## config.mk

```make
export PLATFORM = sky130hd
export DESIGN_NAME = rotate_set_sleep_exec
export DESIGN_NICKNAME = d
export VERILOG_FILES = /design/src/core/rsse_pkg.sv /design/src/core/rotate_set_sleep_exec.sv /design/src/core/operand_addr.sv
export SDC_FILE = /design/constraint.sdc
export NUM_CORES = 1
export LEC_CHECK = 0
export ABC_AREA = 1
export BUFFER_PORTS_ARGS = -buffer_cell sky130_fd_sc_hd__clkbuf_2
export CAP_MARGIN = 20
export CORE_ASPECT_RATIO = 0.9
export CORE_MARGIN = 3
export CORE_UTILIZATION = 45
export DETAILED_ROUTE_END_ITERATION = 10
export GPL_TIMING_DRIVEN = 0
export PLACE_DENSITY = 0.7
export SYNTH_ARGS = -nofsm -noshare
export SYNTH_HDL_FRONTEND = slang
export SYNTH_HIERARCHICAL = 1
export SYNTH_SLANG_ARGS = --single-unit
```

## constraint.sdc

```tcl
create_clock -name clk_sys -period 6.1 [get_ports clk_sys]
set_input_delay 0.305 -clock clk_sys [delete_from_list [all_inputs] [get_ports clk_sys]]
set_output_delay 0.305 -clock clk_sys [all_outputs]
set_load 0.02 [all_outputs]
```

## src/core/rsse_pkg.sv

```systemverilog
package rsse_pkg;

  localparam logic [7:0] FILE_ONES       = 8'hFF;
  localparam logic [7:0] INDEXED_MAX     = 8'h5F;
  localparam logic [3:0] ACCESS_HIGH_BANK = 4'hF;
  localparam logic [7:0] ACCESS_SPLIT    = 8'h60;
  localparam logic [3:0] BANK_RESET      = 4'h0;
  localparam logic [5:0] ROTATE_OPCODE   = 6'h10;
  localparam logic [6:0] SETONES_OPCODE  = 7'h34;
  localparam logic [15:0] SLEEP_WORD     = 16'h0003;
  localparam logic [7:0] WDOG_CLEARED    = 8'h00;
  localparam logic [3:0] POST_CLEARED    = 4'h0;
  localparam logic [15:0] NOP_WORD       = 16'h0000;
  localparam int unsigned DEST_BIT       = 9;
  localparam int unsigned ACC_BIT        = 8;
  localparam int unsigned SETACC_BIT     = 8;

  // interrupt status bit positions
  localparam int unsigned EV_ROTATE      = 0;
  localparam int unsigned EV_SETONES     = 1;
  localparam int unsigned EV_SLEEP       = 2;
  localparam int unsigned EV_WAKE        = 3;
  localparam logic [3:0] MASK_RESET      = 4'h0;

  // register offsets (word aligned byte addresses)
  localparam logic [3:0] REG_CTRL        = 4'h0;
  localparam logic [3:0] REG_BANK        = 4'h4;
  localparam logic [3:0] REG_STATUS      = 4'h8;
  localparam logic [3:0] REG_IRQ_STAT    = 4'hC;
  localparam logic [3:0] REG_IRQ_MASK    = 4'h0;

  typedef enum logic [1:0] {
    Q1_DECODE  = 2'h0,
    Q2_READ    = 2'h1,
    Q3_PROCESS = 2'h3,
    Q4_WRITE   = 2'h2
  } qphase_t;

  typedef enum logic [1:0] {
    OP_NONE    = 2'h0,
    OP_ROTATE  = 2'h1,
    OP_SETONES = 2'h2,
    OP_SLEEP   = 2'h3
  } opkind_t;

  typedef struct packed {
    logic [11:0] addr;
    logic [7:0]  data;
    logic        wr;
  } filebus_t;

  typedef struct packed {
    opkind_t    kind;
    logic       toFile;
    logic [11:0] addr;
  } decoded_t;

  function automatic logic [7:0] rotr_nc(input logic [7:0] v);
    return {v[0], v[7:1]};
  endfunction : rotr_nc

endpackage : rsse_pkg

```

## src/core/rotate_set_sleep_exec.sv

```systemverilog
`timescale 1ns/1ps
`default_nettype none
// Contract
// - a=0 picks access bank; a=1 uses bank select register
// - a=0, extended set, f<=95: indexed literal offset address
// - rotate with d=1 writes result back to file register
// - rotate with d=0 writes accumulator, file untouched
// - opcode 0110 100a writes FFh to file, flags unchanged
// - word 0003h is sleep: clear power-down, set watchdog expiry
// - sleep clears watchdog count and postscaler
// - watchdog wake from sleep clears watchdog expiry flag
// - rotate right: bit n to n-1, old bit 0 to bit 7
module rotate_set_sleep_exec
  import rsse_pkg::*;
(
  input  wire logic            clk_sys,
  input  wire logic            reset_n,
  input  wire logic            clkEn,
  input  wire logic [15:0]     instrWord,
  input  wire logic [7:0]      fileRdData,
  input  wire logic            wakeEvent,
  input  wire logic            wakeByWatchdog,
  input  wire logic [11:0]     indexBase,
  input  wire logic [3:0]      avsAddress,
  input  wire logic            avsRead,
  input  wire logic            avsWrite,
  input  wire logic [31:0]     avsWriteData,
  output logic      [31:0]     avsReadData,
  output logic                 avsWaitRequest,
  output rsse_pkg::filebus_t   fileBus,
  output logic      [7:0]      accum,
  output logic                 powerDownFlag,
  output logic                 watchdogExpiryFlag,
  output logic      [7:0]      watchdogCount,
  output logic      [3:0]      postscalerCount,
  output logic                 oscRun,
  output logic                 instrDone,
  output logic                 irq
);
  typedef struct packed {
    qphase_t     phase;
    decoded_t    dec;
    logic [7:0]  operand;
    logic [7:0]  result;
    filebus_t    bus;
    logic [7:0]  acc;
    logic        pd;
    logic        to;
    logic [7:0]  wdog;
    logic [3:0]  post;
    logic        sleeping;
    logic        done;
    logic        extEn;
    logic [3:0]  bank;
    logic [3:0]  irqStat;
    logic [3:0]  irqMask;
    logic [31:0] rdData;
    logic        ack;
    logic        irqOut;
  } state_t;

  state_t st_ff, nxt_st;
  logic   rstMeta_ff, rstSync_ff;
  logic [11:0] opAddr;
  logic        opIndexed;
  logic [3:0]  events;

  always_ff @(posedge clk_sys or negedge reset_n) begin
    if (!reset_n) begin
      rstMeta_ff <= 1'b0;
      rstSync_ff <= 1'b0;
    end else begin
      rstMeta_ff <= 1'b1;
      rstSync_ff <= rstMeta_ff;
    end
  end

  operand_addr u_addr (
    .accessBit   (instrWord[ACC_BIT]),
    .extendedEn  (st_ff.extEn),
    .bankSelect  (st_ff.bank),
    .fileOperand (instrWord[7:0]),
    .indexBase   (indexBase),
    .fileAddr    (opAddr),
    .indexed     (opIndexed)
  );

  always_comb begin
    nxt_st = st_ff;
    events = 4'h0;
    nxt_st.bus.wr = 1'b0;
    nxt_st.done = 1'b0;
    nxt_st.ack = 1'b0;
    // watchdog counts while awake; sleep clears it
    if (!st_ff.sleeping) begin
      {nxt_st.post, nxt_st.wdog} = {st_ff.post, st_ff.wdog} + 12'h001;
    end
    if (st_ff.sleeping) begin
      nxt_st.phase = Q1_DECODE;
      if (wakeEvent) begin
        nxt_st.sleeping = 1'b0;
        events[EV_WAKE] = 1'b1;
        if (wakeByWatchdog) begin
          nxt_st.to = 1'b0;
        end
      end
    end else begin
      case (st_ff.phase)
        Q1_DECODE: begin
          nxt_st.phase = Q2_READ;
          nxt_st.dec.addr = opAddr;
          nxt_st.dec.toFile = instrWord[DEST_BIT];
          if (instrWord == SLEEP_WORD) begin
            nxt_st.dec.kind = OP_SLEEP;
          end else if (instrWord[15:10] == ROTATE_OPCODE) begin
            nxt_st.dec.kind = OP_ROTATE;
          end else if (instrWord[15:9] == SETONES_OPCODE) begin
            nxt_st.dec.kind = OP_SETONES;
            nxt_st.dec.toFile = 1'b1;
          end else begin
            nxt_st.dec.kind = OP_NONE;
          end
        end
        Q2_READ: begin
          nxt_st.phase = Q3_PROCESS;
          nxt_st.operand = fileRdData;
        end
        Q3_PROCESS: begin
          nxt_st.phase = Q4_WRITE;
          if (st_ff.dec.kind == OP_ROTATE) begin
            nxt_st.result = rotr_nc(st_ff.operand);
          end else begin
            nxt_st.result = FILE_ONES;
          end
        end
        Q4_WRITE: begin
          nxt_st.phase = Q1_DECODE;
          nxt_st.done = 1'b1;
          nxt_st.bus.addr = st_ff.dec.addr;
          nxt_st.bus.data = st_ff.result;
          case (st_ff.dec.kind)
            OP_ROTATE: begin
              events[EV_ROTATE] = 1'b1;
              if (st_ff.dec.toFile) begin
                nxt_st.bus.wr = 1'b1;
              end else begin
                nxt_st.acc = st_ff.result;
              end
            end
            OP_SETONES: begin
              nxt_st.bus.wr = 1'b1;
              events[EV_SETONES] = 1'b1;
            end
            OP_SLEEP: begin
              events[EV_SLEEP] = 1'b1;
              nxt_st.pd = 1'b0;
              nxt_st.to = 1'b1;
              nxt_st.wdog = WDOG_CLEARED;
              nxt_st.post = POST_CLEARED;
              nxt_st.sleeping = 1'b1;
            end
            default: begin
            end
          endcase
        end
        default: nxt_st.phase = Q1_DECODE;
      endcase
    end
    // avalon slave: one wait cycle, then answer
    if ((avsRead || avsWrite) && !st_ff.ack) begin
      nxt_st.ack = 1'b1;
      nxt_st.rdData = 32'h0000_0000;
      if (avsRead) begin
        case (avsAddress)
          REG_CTRL:   nxt_st.rdData = {31'h0, st_ff.extEn};
          REG_BANK:   nxt_st.rdData = {28'h0, st_ff.bank};
          REG_STATUS: nxt_st.rdData = {26'h0, st_ff.sleeping, st_ff.pd,
                                       st_ff.to, st_ff.irqMask[2:0]};
          REG_IRQ_STAT: nxt_st.rdData = {28'h0, st_ff.irqStat};
          default: nxt_st.rdData = 32'h0000_0000;
        endcase
      end
    end
    // writes land only on the edge that sees waitrequest low
    if (avsWrite && st_ff.ack) begin
      case (avsAddress)
        REG_CTRL:   nxt_st.extEn = avsWriteData[0];
        REG_BANK:   nxt_st.bank = avsWriteData[3:0];
        REG_STATUS: nxt_st.irqMask = avsWriteData[3:0];
        default: begin
        end
      endcase
    end
    // read clears status; a new event in the same cycle wins
    if (avsRead && !st_ff.ack && avsAddress == REG_IRQ_STAT) begin
      nxt_st.irqStat = events;
    end else begin
      nxt_st.irqStat = st_ff.irqStat | events;
    end
    nxt_st.irqOut = |(nxt_st.irqStat & nxt_st.irqMask);
  end

  always_ff @(posedge clk_sys or negedge rstSync_ff) begin
    if (!rstSync_ff) begin
      st_ff <= '{phase: Q1_DECODE, dec: '{kind: OP_NONE, toFile: 1'b0,
                 addr: 12'h000}, bus: '{addr: 12'h000, data: 8'h00,
                 wr: 1'b0}, pd: 1'b1, bank: BANK_RESET,
                 irqMask: MASK_RESET, default: '0};
    end else if (clkEn) begin
      st_ff <= nxt_st;
    end
  end

  assign avsReadData        = st_ff.rdData;
  assign avsWaitRequest     = !st_ff.ack;
  assign fileBus            = st_ff.bus;
  assign accum              = st_ff.acc;
  assign powerDownFlag      = st_ff.pd;
  assign watchdogExpiryFlag = st_ff.to;
  assign watchdogCount      = st_ff.wdog;
  assign postscalerCount    = st_ff.post;
  assign oscRun             = !st_ff.sleeping;
  assign instrDone          = st_ff.done;
  assign irq                = st_ff.irqOut;

  sleep_flags_a: assert property (
    @(posedge clk_sys) disable iff (!rstSync_ff)
    clkEn && !st_ff.sleeping && st_ff.phase == Q4_WRITE
      && st_ff.dec.kind == OP_SLEEP |=> st_ff.to && !st_ff.pd)
    else $error("sleep flags wrong");
  wdog_clear_a: assert property (
    @(posedge clk_sys) disable iff (!rstSync_ff)
    $rose(st_ff.sleeping) |-> st_ff.wdog == WDOG_CLEARED
      && st_ff.post == POST_CLEARED)
    else $error("watchdog not cleared");
  set_ones_a: assert property (
    @(posedge clk_sys) disable iff (!rstSync_ff)
    clkEn && st_ff.phase == Q4_WRITE && !st_ff.sleeping
      && st_ff.dec.kind == OP_SETONES |=> st_ff.bus.wr
      && st_ff.bus.data == FILE_ONES && $stable(st_ff.to))
    else $error("set ones wrong");
  rotate_val_a: assert property (
    @(posedge clk_sys) disable iff (!rstSync_ff)
    clkEn && st_ff.phase == Q3_PROCESS && st_ff.dec.kind == OP_ROTATE
      |=> st_ff.result == {$past(st_ff.operand[0]), $past(st_ff.operand[7:1])})
    else $error("rotate wrong");
  rotate_acc_a: assert property (
    @(posedge clk_sys) disable iff (!rstSync_ff)
    clkEn && st_ff.phase == Q4_WRITE && !st_ff.sleeping
      && st_ff.dec.kind == OP_ROTATE && !st_ff.dec.toFile
      |=> !st_ff.bus.wr && st_ff.acc == $past(st_ff.result))
    else $error("rotate to acc wrong");
  rotate_file_a: assert property (
    @(posedge clk_sys) disable iff (!rstSync_ff)
    clkEn && st_ff.phase == Q4_WRITE && !st_ff.sleeping
      && st_ff.dec.kind == OP_ROTATE && st_ff.dec.toFile |=> st_ff.bus.wr)
    else $error("rotate to file wrong");
  phase_order_a: assert property (
    @(posedge clk_sys) disable iff (!rstSync_ff)
    clkEn && !st_ff.sleeping && st_ff.phase == Q1_DECODE
      |=> st_ff.phase == Q2_READ)
    else $error("phase order wrong");
  osc_halt_a: assert property (
    @(posedge clk_sys) disable iff (!rstSync_ff)
    st_ff.sleeping && !wakeEvent |=> !oscRun || !clkEn)
    else $error("oscillator not halted");
  wake_clear_a: assert property (
    @(posedge clk_sys) disable iff (!rstSync_ff)
    clkEn && st_ff.sleeping && wakeEvent && wakeByWatchdog |=> !st_ff.to)
    else $error("wake did not clear flag");
  indexed_addr_a: assert property (
    @(posedge clk_sys) disable iff (!rstSync_ff)
    clkEn && !st_ff.sleeping && st_ff.phase == Q1_DECODE && opIndexed
    |=> st_ff.dec.addr == $past(indexBase) + {4'h0, $past(instrWord[7:0])})
    else $error("indexed address wrong");
  bank_addr_a: assert property (
    @(posedge clk_sys) disable iff (!rstSync_ff)
    clkEn && !st_ff.sleeping && st_ff.phase == Q1_DECODE
      && instrWord[ACC_BIT]
    |=> st_ff.dec.addr == {$past(st_ff.bank), $past(instrWord[7:0])})
    else $error("bank address wrong");
  // one wait cycle, never a hung bus
  wait_one_a: assert property (
    @(posedge clk_sys) disable iff (!rstSync_ff)
    clkEn && (avsRead || avsWrite) && !st_ff.ack |=> !avsWaitRequest)
    else $error("bus answer missing");
  sleep_c: cover property (@(posedge clk_sys) $rose(st_ff.sleeping));
  wake_c: cover property (@(posedge clk_sys) $fell(st_ff.sleeping));
  setw_c: cover property (@(posedge clk_sys) st_ff.bus.wr);
  irq_c: cover property (@(posedge clk_sys) st_ff.irqOut);
  indexed_c: cover property (@(posedge clk_sys) clkEn && opIndexed);
endmodule : rotate_set_sleep_exec
`default_nettype wire

```

## src/core/operand_addr.sv

```systemverilog
`timescale 1ns/1ps
`default_nettype none
module operand_addr
  import rsse_pkg::*;
(
  input  wire logic        accessBit,
  input  wire logic        extendedEn,
  input  wire logic [3:0]  bankSelect,
  input  wire logic [7:0]  fileOperand,
  input  wire logic [11:0] indexBase,
  output logic      [11:0] fileAddr,
  output logic             indexed
);
  always_comb begin
    indexed = !accessBit && extendedEn && (fileOperand <= INDEXED_MAX);
    if (indexed) begin
      fileAddr = indexBase + {4'h0, fileOperand};
    end else if (!accessBit) begin
      fileAddr = (fileOperand < ACCESS_SPLIT) ? {4'h0, fileOperand}
                                              : {ACCESS_HIGH_BANK, fileOperand};
    end else begin
      fileAddr = {bankSelect, fileOperand};
    end
  end
endmodule : operand_addr
`default_nettype wire

```

# Word level (Yosys, flattened, before mapping)
# Index checks and enable logic that the tools add are counted.
word_totals:
  reg_bits: 101
  in_bits: 79
  output_inout_bits: 79
  elab_cells: 112
classes:
  addsub: 2
  n_lt_le_gt_ge: 2
  n_eq_ne: 14
  muxes: 40
  n_bitwise: 4
  reduce_logical: 25
op_table:
  columns: ["cell", "count"]
  rows:
  - ["12-bit 2-to-1 mux", 5]
  - ["25-bit 2-to-1 mux", 1]
  - ["8-bit 2-to-1 mux", 3]
  - ["6-bit one-hot mux with 4 select lines", 1]
  - ["3-bit AND reduction", 6]
  - ["16-bit by 2-bit == test with 1-bit output (second input constant)", 1]
  - ["1-bit 2-to-1 mux", 16]
  - ["15-bit 2-to-1 mux", 1]
  - ["12-bit by 1-bit adder with 12-bit output (second input constant)", 1]
  - ["12-bit by 8-bit adder with 12-bit output", 1]
  - ["4-bit 2-to-1 mux", 3]
  - ["10-bit 2-to-1 mux", 1]
  - ["5-bit AND reduction", 2]
  - ["2-bit == test (second input constant)", 4]
  - ["4-bit == test (second input constant)", 2]
  - ["8-bit by 7-bit <= comparator with 1-bit output (second input constant)", 1]
  - ["8-bit by 7-bit less-than comparator with 1-bit output (second input constant)", 1]
  - ["2-bit 2-to-1 mux", 4]
  - ["2-bit one-hot mux with 4 select lines", 1]
  - ["7-bit by 6-bit == test with 1-bit output (second input constant)", 1]
  - ["6-bit by 5-bit == test with 1-bit output (second input constant)", 1]
  - ["1-bit logical AND", 6]
  - ["3-bit 2-to-1 mux", 2]
  - ["6-bit 2-to-1 mux", 1]
  - ["other kinds (15)", 21]

# Longest topological paths before layout
depth:
  ltp_word: 8
  ltp_mapped: 13
  ltp_nobuf: 13

# Cells and area by module
# The synthesis kept the hierarchy.
modules_own_cells:
  columns: ["module", "n_inst", "cells_each", "area_each_um2"]
  rows:
  - ["rotate_set_sleep_exec", 1, 566, 4982.3]
  - ["operand_addr", 1, 147, 744.5]

# Worst setup path before layout
# No wires, ideal clock.
synth_path:
  path_type: "input port to flip-flop"
  start: "input port indexBase[0]"
  end: "register st_ff[116] in the netlist's numbering"
  arrival_time_ns: 1.476
  t_required_ns: 5.984
  path_slack_ns: 4.508
  cell_stages: 11
  path_cell_list: "ha_1 > inv_1 > fa_1 > o21bai_2 > nand2_1 > nand3_1 > nand2_1 > nand2_1 > nand2_1 > nand2_1 > nand2_1"
synth_between:
  elab_chain_cells: 2
synth_lines:
  columns: ["element", "line", "text"]
  rows:
  - ["start, declared", "rotate_set_sleep_exec.sv:23", "input wire logic [11:0] indexBase,"]
  - ["12-bit by 8-bit adder with 12-bit output", "operand_addr.sv:17", "fileAddr = indexBase + {4'h0, fileOperand};"]
  - ["12-bit 2-to-1 mux", "operand_addr.sv:16", "if (indexed) begin"]
  - ["net opAddr[8]", "rotate_set_sleep_exec.sv:64", "logic [11:0] opAddr;"]
  - ["end signal, assigned", "rotate_set_sleep_exec.sv:205", "st_ff <= '{phase: Q1_DECODE, dec: '{kind: OP_NONE, toFile: 1'b0,"]
  - ["end signal, assigned", "rotate_set_sleep_exec.sv:210", "st_ff <= nxt_st;"]
  - ["end, declared", "rotate_set_sleep_exec.sv:62", "state_t st_ff, nxt_st;"]
# The timed path passes the listed nets, and every way through them passes these cells.
# A chain may end at the register's enable or synchronous reset.

# Worst setup path after layout
layout_path:
  start: "input port instrWord[0]"
  end: "register st_ff[116] in the netlist's numbering"
layout_between:
  elab_chain_cells: 4
layout_lines:
  columns: ["element", "line", "text"]
  rows:
  - ["start, declared", "rotate_set_sleep_exec.sv:19", "input wire logic [15:0] instrWord,"]
  - ["8-bit by 7-bit less-than comparator with 1-bit output", "operand_addr.sv:19", "fileAddr = (fileOperand < ACCESS_SPLIT) ? {4'h0, fileOperand}"]
  - ["12-bit 2-to-1 mux", "operand_addr.sv:19", null]
  - ["12-bit 2-to-1 mux", "operand_addr.sv:18", "end else if (!accessBit) begin"]
  - ["12-bit 2-to-1 mux (*)", "operand_addr.sv:16", null]
  - ["net opAddr[8]", "rotate_set_sleep_exec.sv:64", null]
# The timed path passes the listed nets; every way through them passes the cells marked *.

==> flow_summary.yaml <==
yosys:
  synthArstFlopShare_pct: 100.0
  synth_xor_area_share_pct: 0.4588
  synth-seq-cells: 101
  synthAdderAreaFrac_pct: 2.971
  syn_inst: 713
  yosysTopAreaCell: "dfrtp_1"
  synth_top_family_by_area: "simple AND/OR/NAND/NOR gates"
  ys_types: 43
  yosysTopAreaCellShare_pct: 43.70
  yosysMostFrequentCell: "nand2_1"
  synth-edff-count: 0
  synthTopCellsByCount: "nand2_1 (232), dfrtp_1 (100), buf_4 (75)"
  muxShareOfSynthArea_pct: 2.163
  yosys_warnings: 6
  yosysSeqAreaShare_pct: 44.16
  synth_compound_area_share_pct: 7.865
  synth-simple-area-share_pct: 26.46
  synthTopCellsByArea: "dfrtp_1 (44%), nand2_1 (15%), buf_4 (9.8%), o21ai_0 (4.9%), inv_1 (4.3%)"
  syn_area_um2: 5727
  synth.avg_cell_area_um2: 8.032
  synth_top_flop_cell: "dfrtp_1"
clock_tree:
  post_cts_resized: 0
  clock_sinks: 101
  clk_pin_slew_ns: 0.07
  cts_made_buffers: 9
  clk_path_buf_depth: 2
  h-tree-depth: 3
  cts_tree: "yes"
  worstSkewPairLatency_ns: 0.34
  cts-root-buf: "clkbuf_16"
hold_path:
  hold_depth: 2
  holdPathEnd: "st_ff[107]"
  holdCritStartpoint: "fileRdData[7]"
  hp-class: "in -> reg"
place:
  dpl_worst_slack_ns: 4.212
  place_inst: 1002
  place.gp.congestion: 0.8657
  dp_hpwl_um: 9200
  dpl_cell_area_um2: 6560
  portBuffers: 103
detailed_routing:
  met3_length_um: 585
  routed_wl_um: 11840
  dr_total_vias: 4719
  drt_iter0_drc: 246
  met2_length_um: 5397
  wl_per_cell_um: 11.62
  detail-route-antenna-nets: 0
  drt-met1-wl_um: 5780
  dr.max_layer_used: "met4"
  routed_via_density: 4.631
  drc_errors: 0
  dr.pass1.iters: 5
sta:
  tightestPinTransition_ns: 0.7535
  grt_setup_unrepaired: "no"
  tns_ns: 0
  slew_headroom_pct: 49.77
  period_minus_slack_ns: 1.531
  setup_ws_ns: 4.569
  period_share_pct: 25.11
  final_max_slew_viol_count: 0
  finalSetupViolations: 0
  hold_viol: 0
  fmax_mhz: 653.0
  skew_ns: 0.007735
  fin_hold_ws_ns: 0.1960
die:
  die_y_um: 113.0
  rows: 38
  dieArea_um2: 14120
  die_w_um: 124.9
  initial_utilization_pct: 46.69
  core_um2: 12270
  ios: 158
global_route:
  grt_pass1_vias: 4304
  grt_start_max_net_pins: 58
  grt_overflow_total: 0
  grt_pass1_wl_um: 20270
  antenna_found_initial: 0
  track_usage_pct: 17.12
setup_path:
  reg2reg_depth: 5
  crit_arrival_ns: 1.77
  crit_required_ns: 6.34
  r2r-end: "st_ff[112]"
  cp-end-kind: "flop"
  rrSetupSlack_ns: 4.58
  r2r_start: "st_ff[48]"
  crit_fanout: 4
  setup.worst_path.class: "in -> reg"
  crit_path_start_kind: "primary input"
final_layout:
  layout-drive-gt1-share_pct: 27.94
  insertedDiodeCount: 0
  fill_cells: 1185
  utilization_pct: 55.96
  syn2layout_area_growth_pct: 19.86
  final_area_um2: 6864
  nets: 946
  fin_cells: 1019
job:
  maxCapViolCount: 0
power_and_ir_drop:
  power_leakage_nw: 3.848
  power_mw: 2.622
  cellPowerDensity_nw_per_um2: 382.0
  max-vdd-ir-drop_v: 0.0002538
run_status:
  outcome: "complete, no violations"
## cells by family after synthesis
kind of cell    count (synthesis)
simple gates                  341
flops                         101
other cells                     2
compound gates                 84
buf+inv                       158
xor+xnor                        3
mux                            11
fa+ha+maj                      13
## cell type report
class                   count  area [um^2]  area share [%]
plain buffers              86        634.4           9.242
clock buffers              10        239.0           3.482
clock inverters             6        55.05          0.8020
inverters                  72        270.3           3.937
multi-input cells         479         2387           34.78
flip-flops and latches    101         2532           36.89
well taps                 160        200.2           2.917
repair buffers            105        545.5           7.948
## registers in the layout, summed over array words and instances (netlist names), 4 cells and up, named ones only
name,cells
postscalerCount,4
fileBus,21
st_ff,48
avsReadData,6
watchdogCount,7
accum,8
## cells in the final DEF (no fill, tap or decap), types with 12 or more instances in the layout
cell type,n
dfrtp_1,99
clkbuf_2,103
conb_1,27
nand2_1,232
nand3_1,28
a21oi_1,15
inv_1,65
nor2_1,41
ha_1,12
o21ai_0,56
buf_4,75
## where the power goes
| group | total [mW] | switching, mW | internal [mW] |
|---|---|---|---|
| Sequential | 1.08 | 0.169 | 0.915 |
| Combinational | 0.982 | 0.560 | 0.422 |
| Clock | 0.557 | 0.261 | 0.296 |
| Total | 2.62 | 0.990 | 1.63 |
## critical path, cell delays in order
cell and delay [ns]:
clkbuf_2 0.10, ha_1 0.20, inv_1 0.07, fa_1 0.44, o21bai_2 0.21, nand2_1 0.10, nand3_1 0.08, nand2_1 0.05
nand2_1 0.05, nand2_1 0.05, nand2_1 0.06, nand2_1 0.04
## how the worst max path moves through the flow
stage / to / slack (ns) / start
detailed placement: st_ff[116] / 4.21 / instrWord[0]
floorplan: async pin / 3.08 / rstSync_ff
global placement: fileBus[15] / 1.95 / rstSync_ff
finish: st_ff[116] / 4.57 / instrWord[0]
CTS: st_ff[109] / 4.56 / st_ff[48]
global route: st_ff[114] / 4.41 / instrWord[0]
## routing by layer
layer | track usage [%] | vias up
met2 | 26.77 | 115
met5 | 0 | -
met4 | 3.685 | 0
met1 | 25.11 | 2142
li1 | - | 2453
met3 | 3.256 | 9
## what timing repair did
item	in CTS	in global routing
setup buffers	0	0
hold buffers	1	0
hold endpoints to repair	2	0
setup endpoints to repair	0	0
Note: power is estimated with default switching activity, not from simulation.
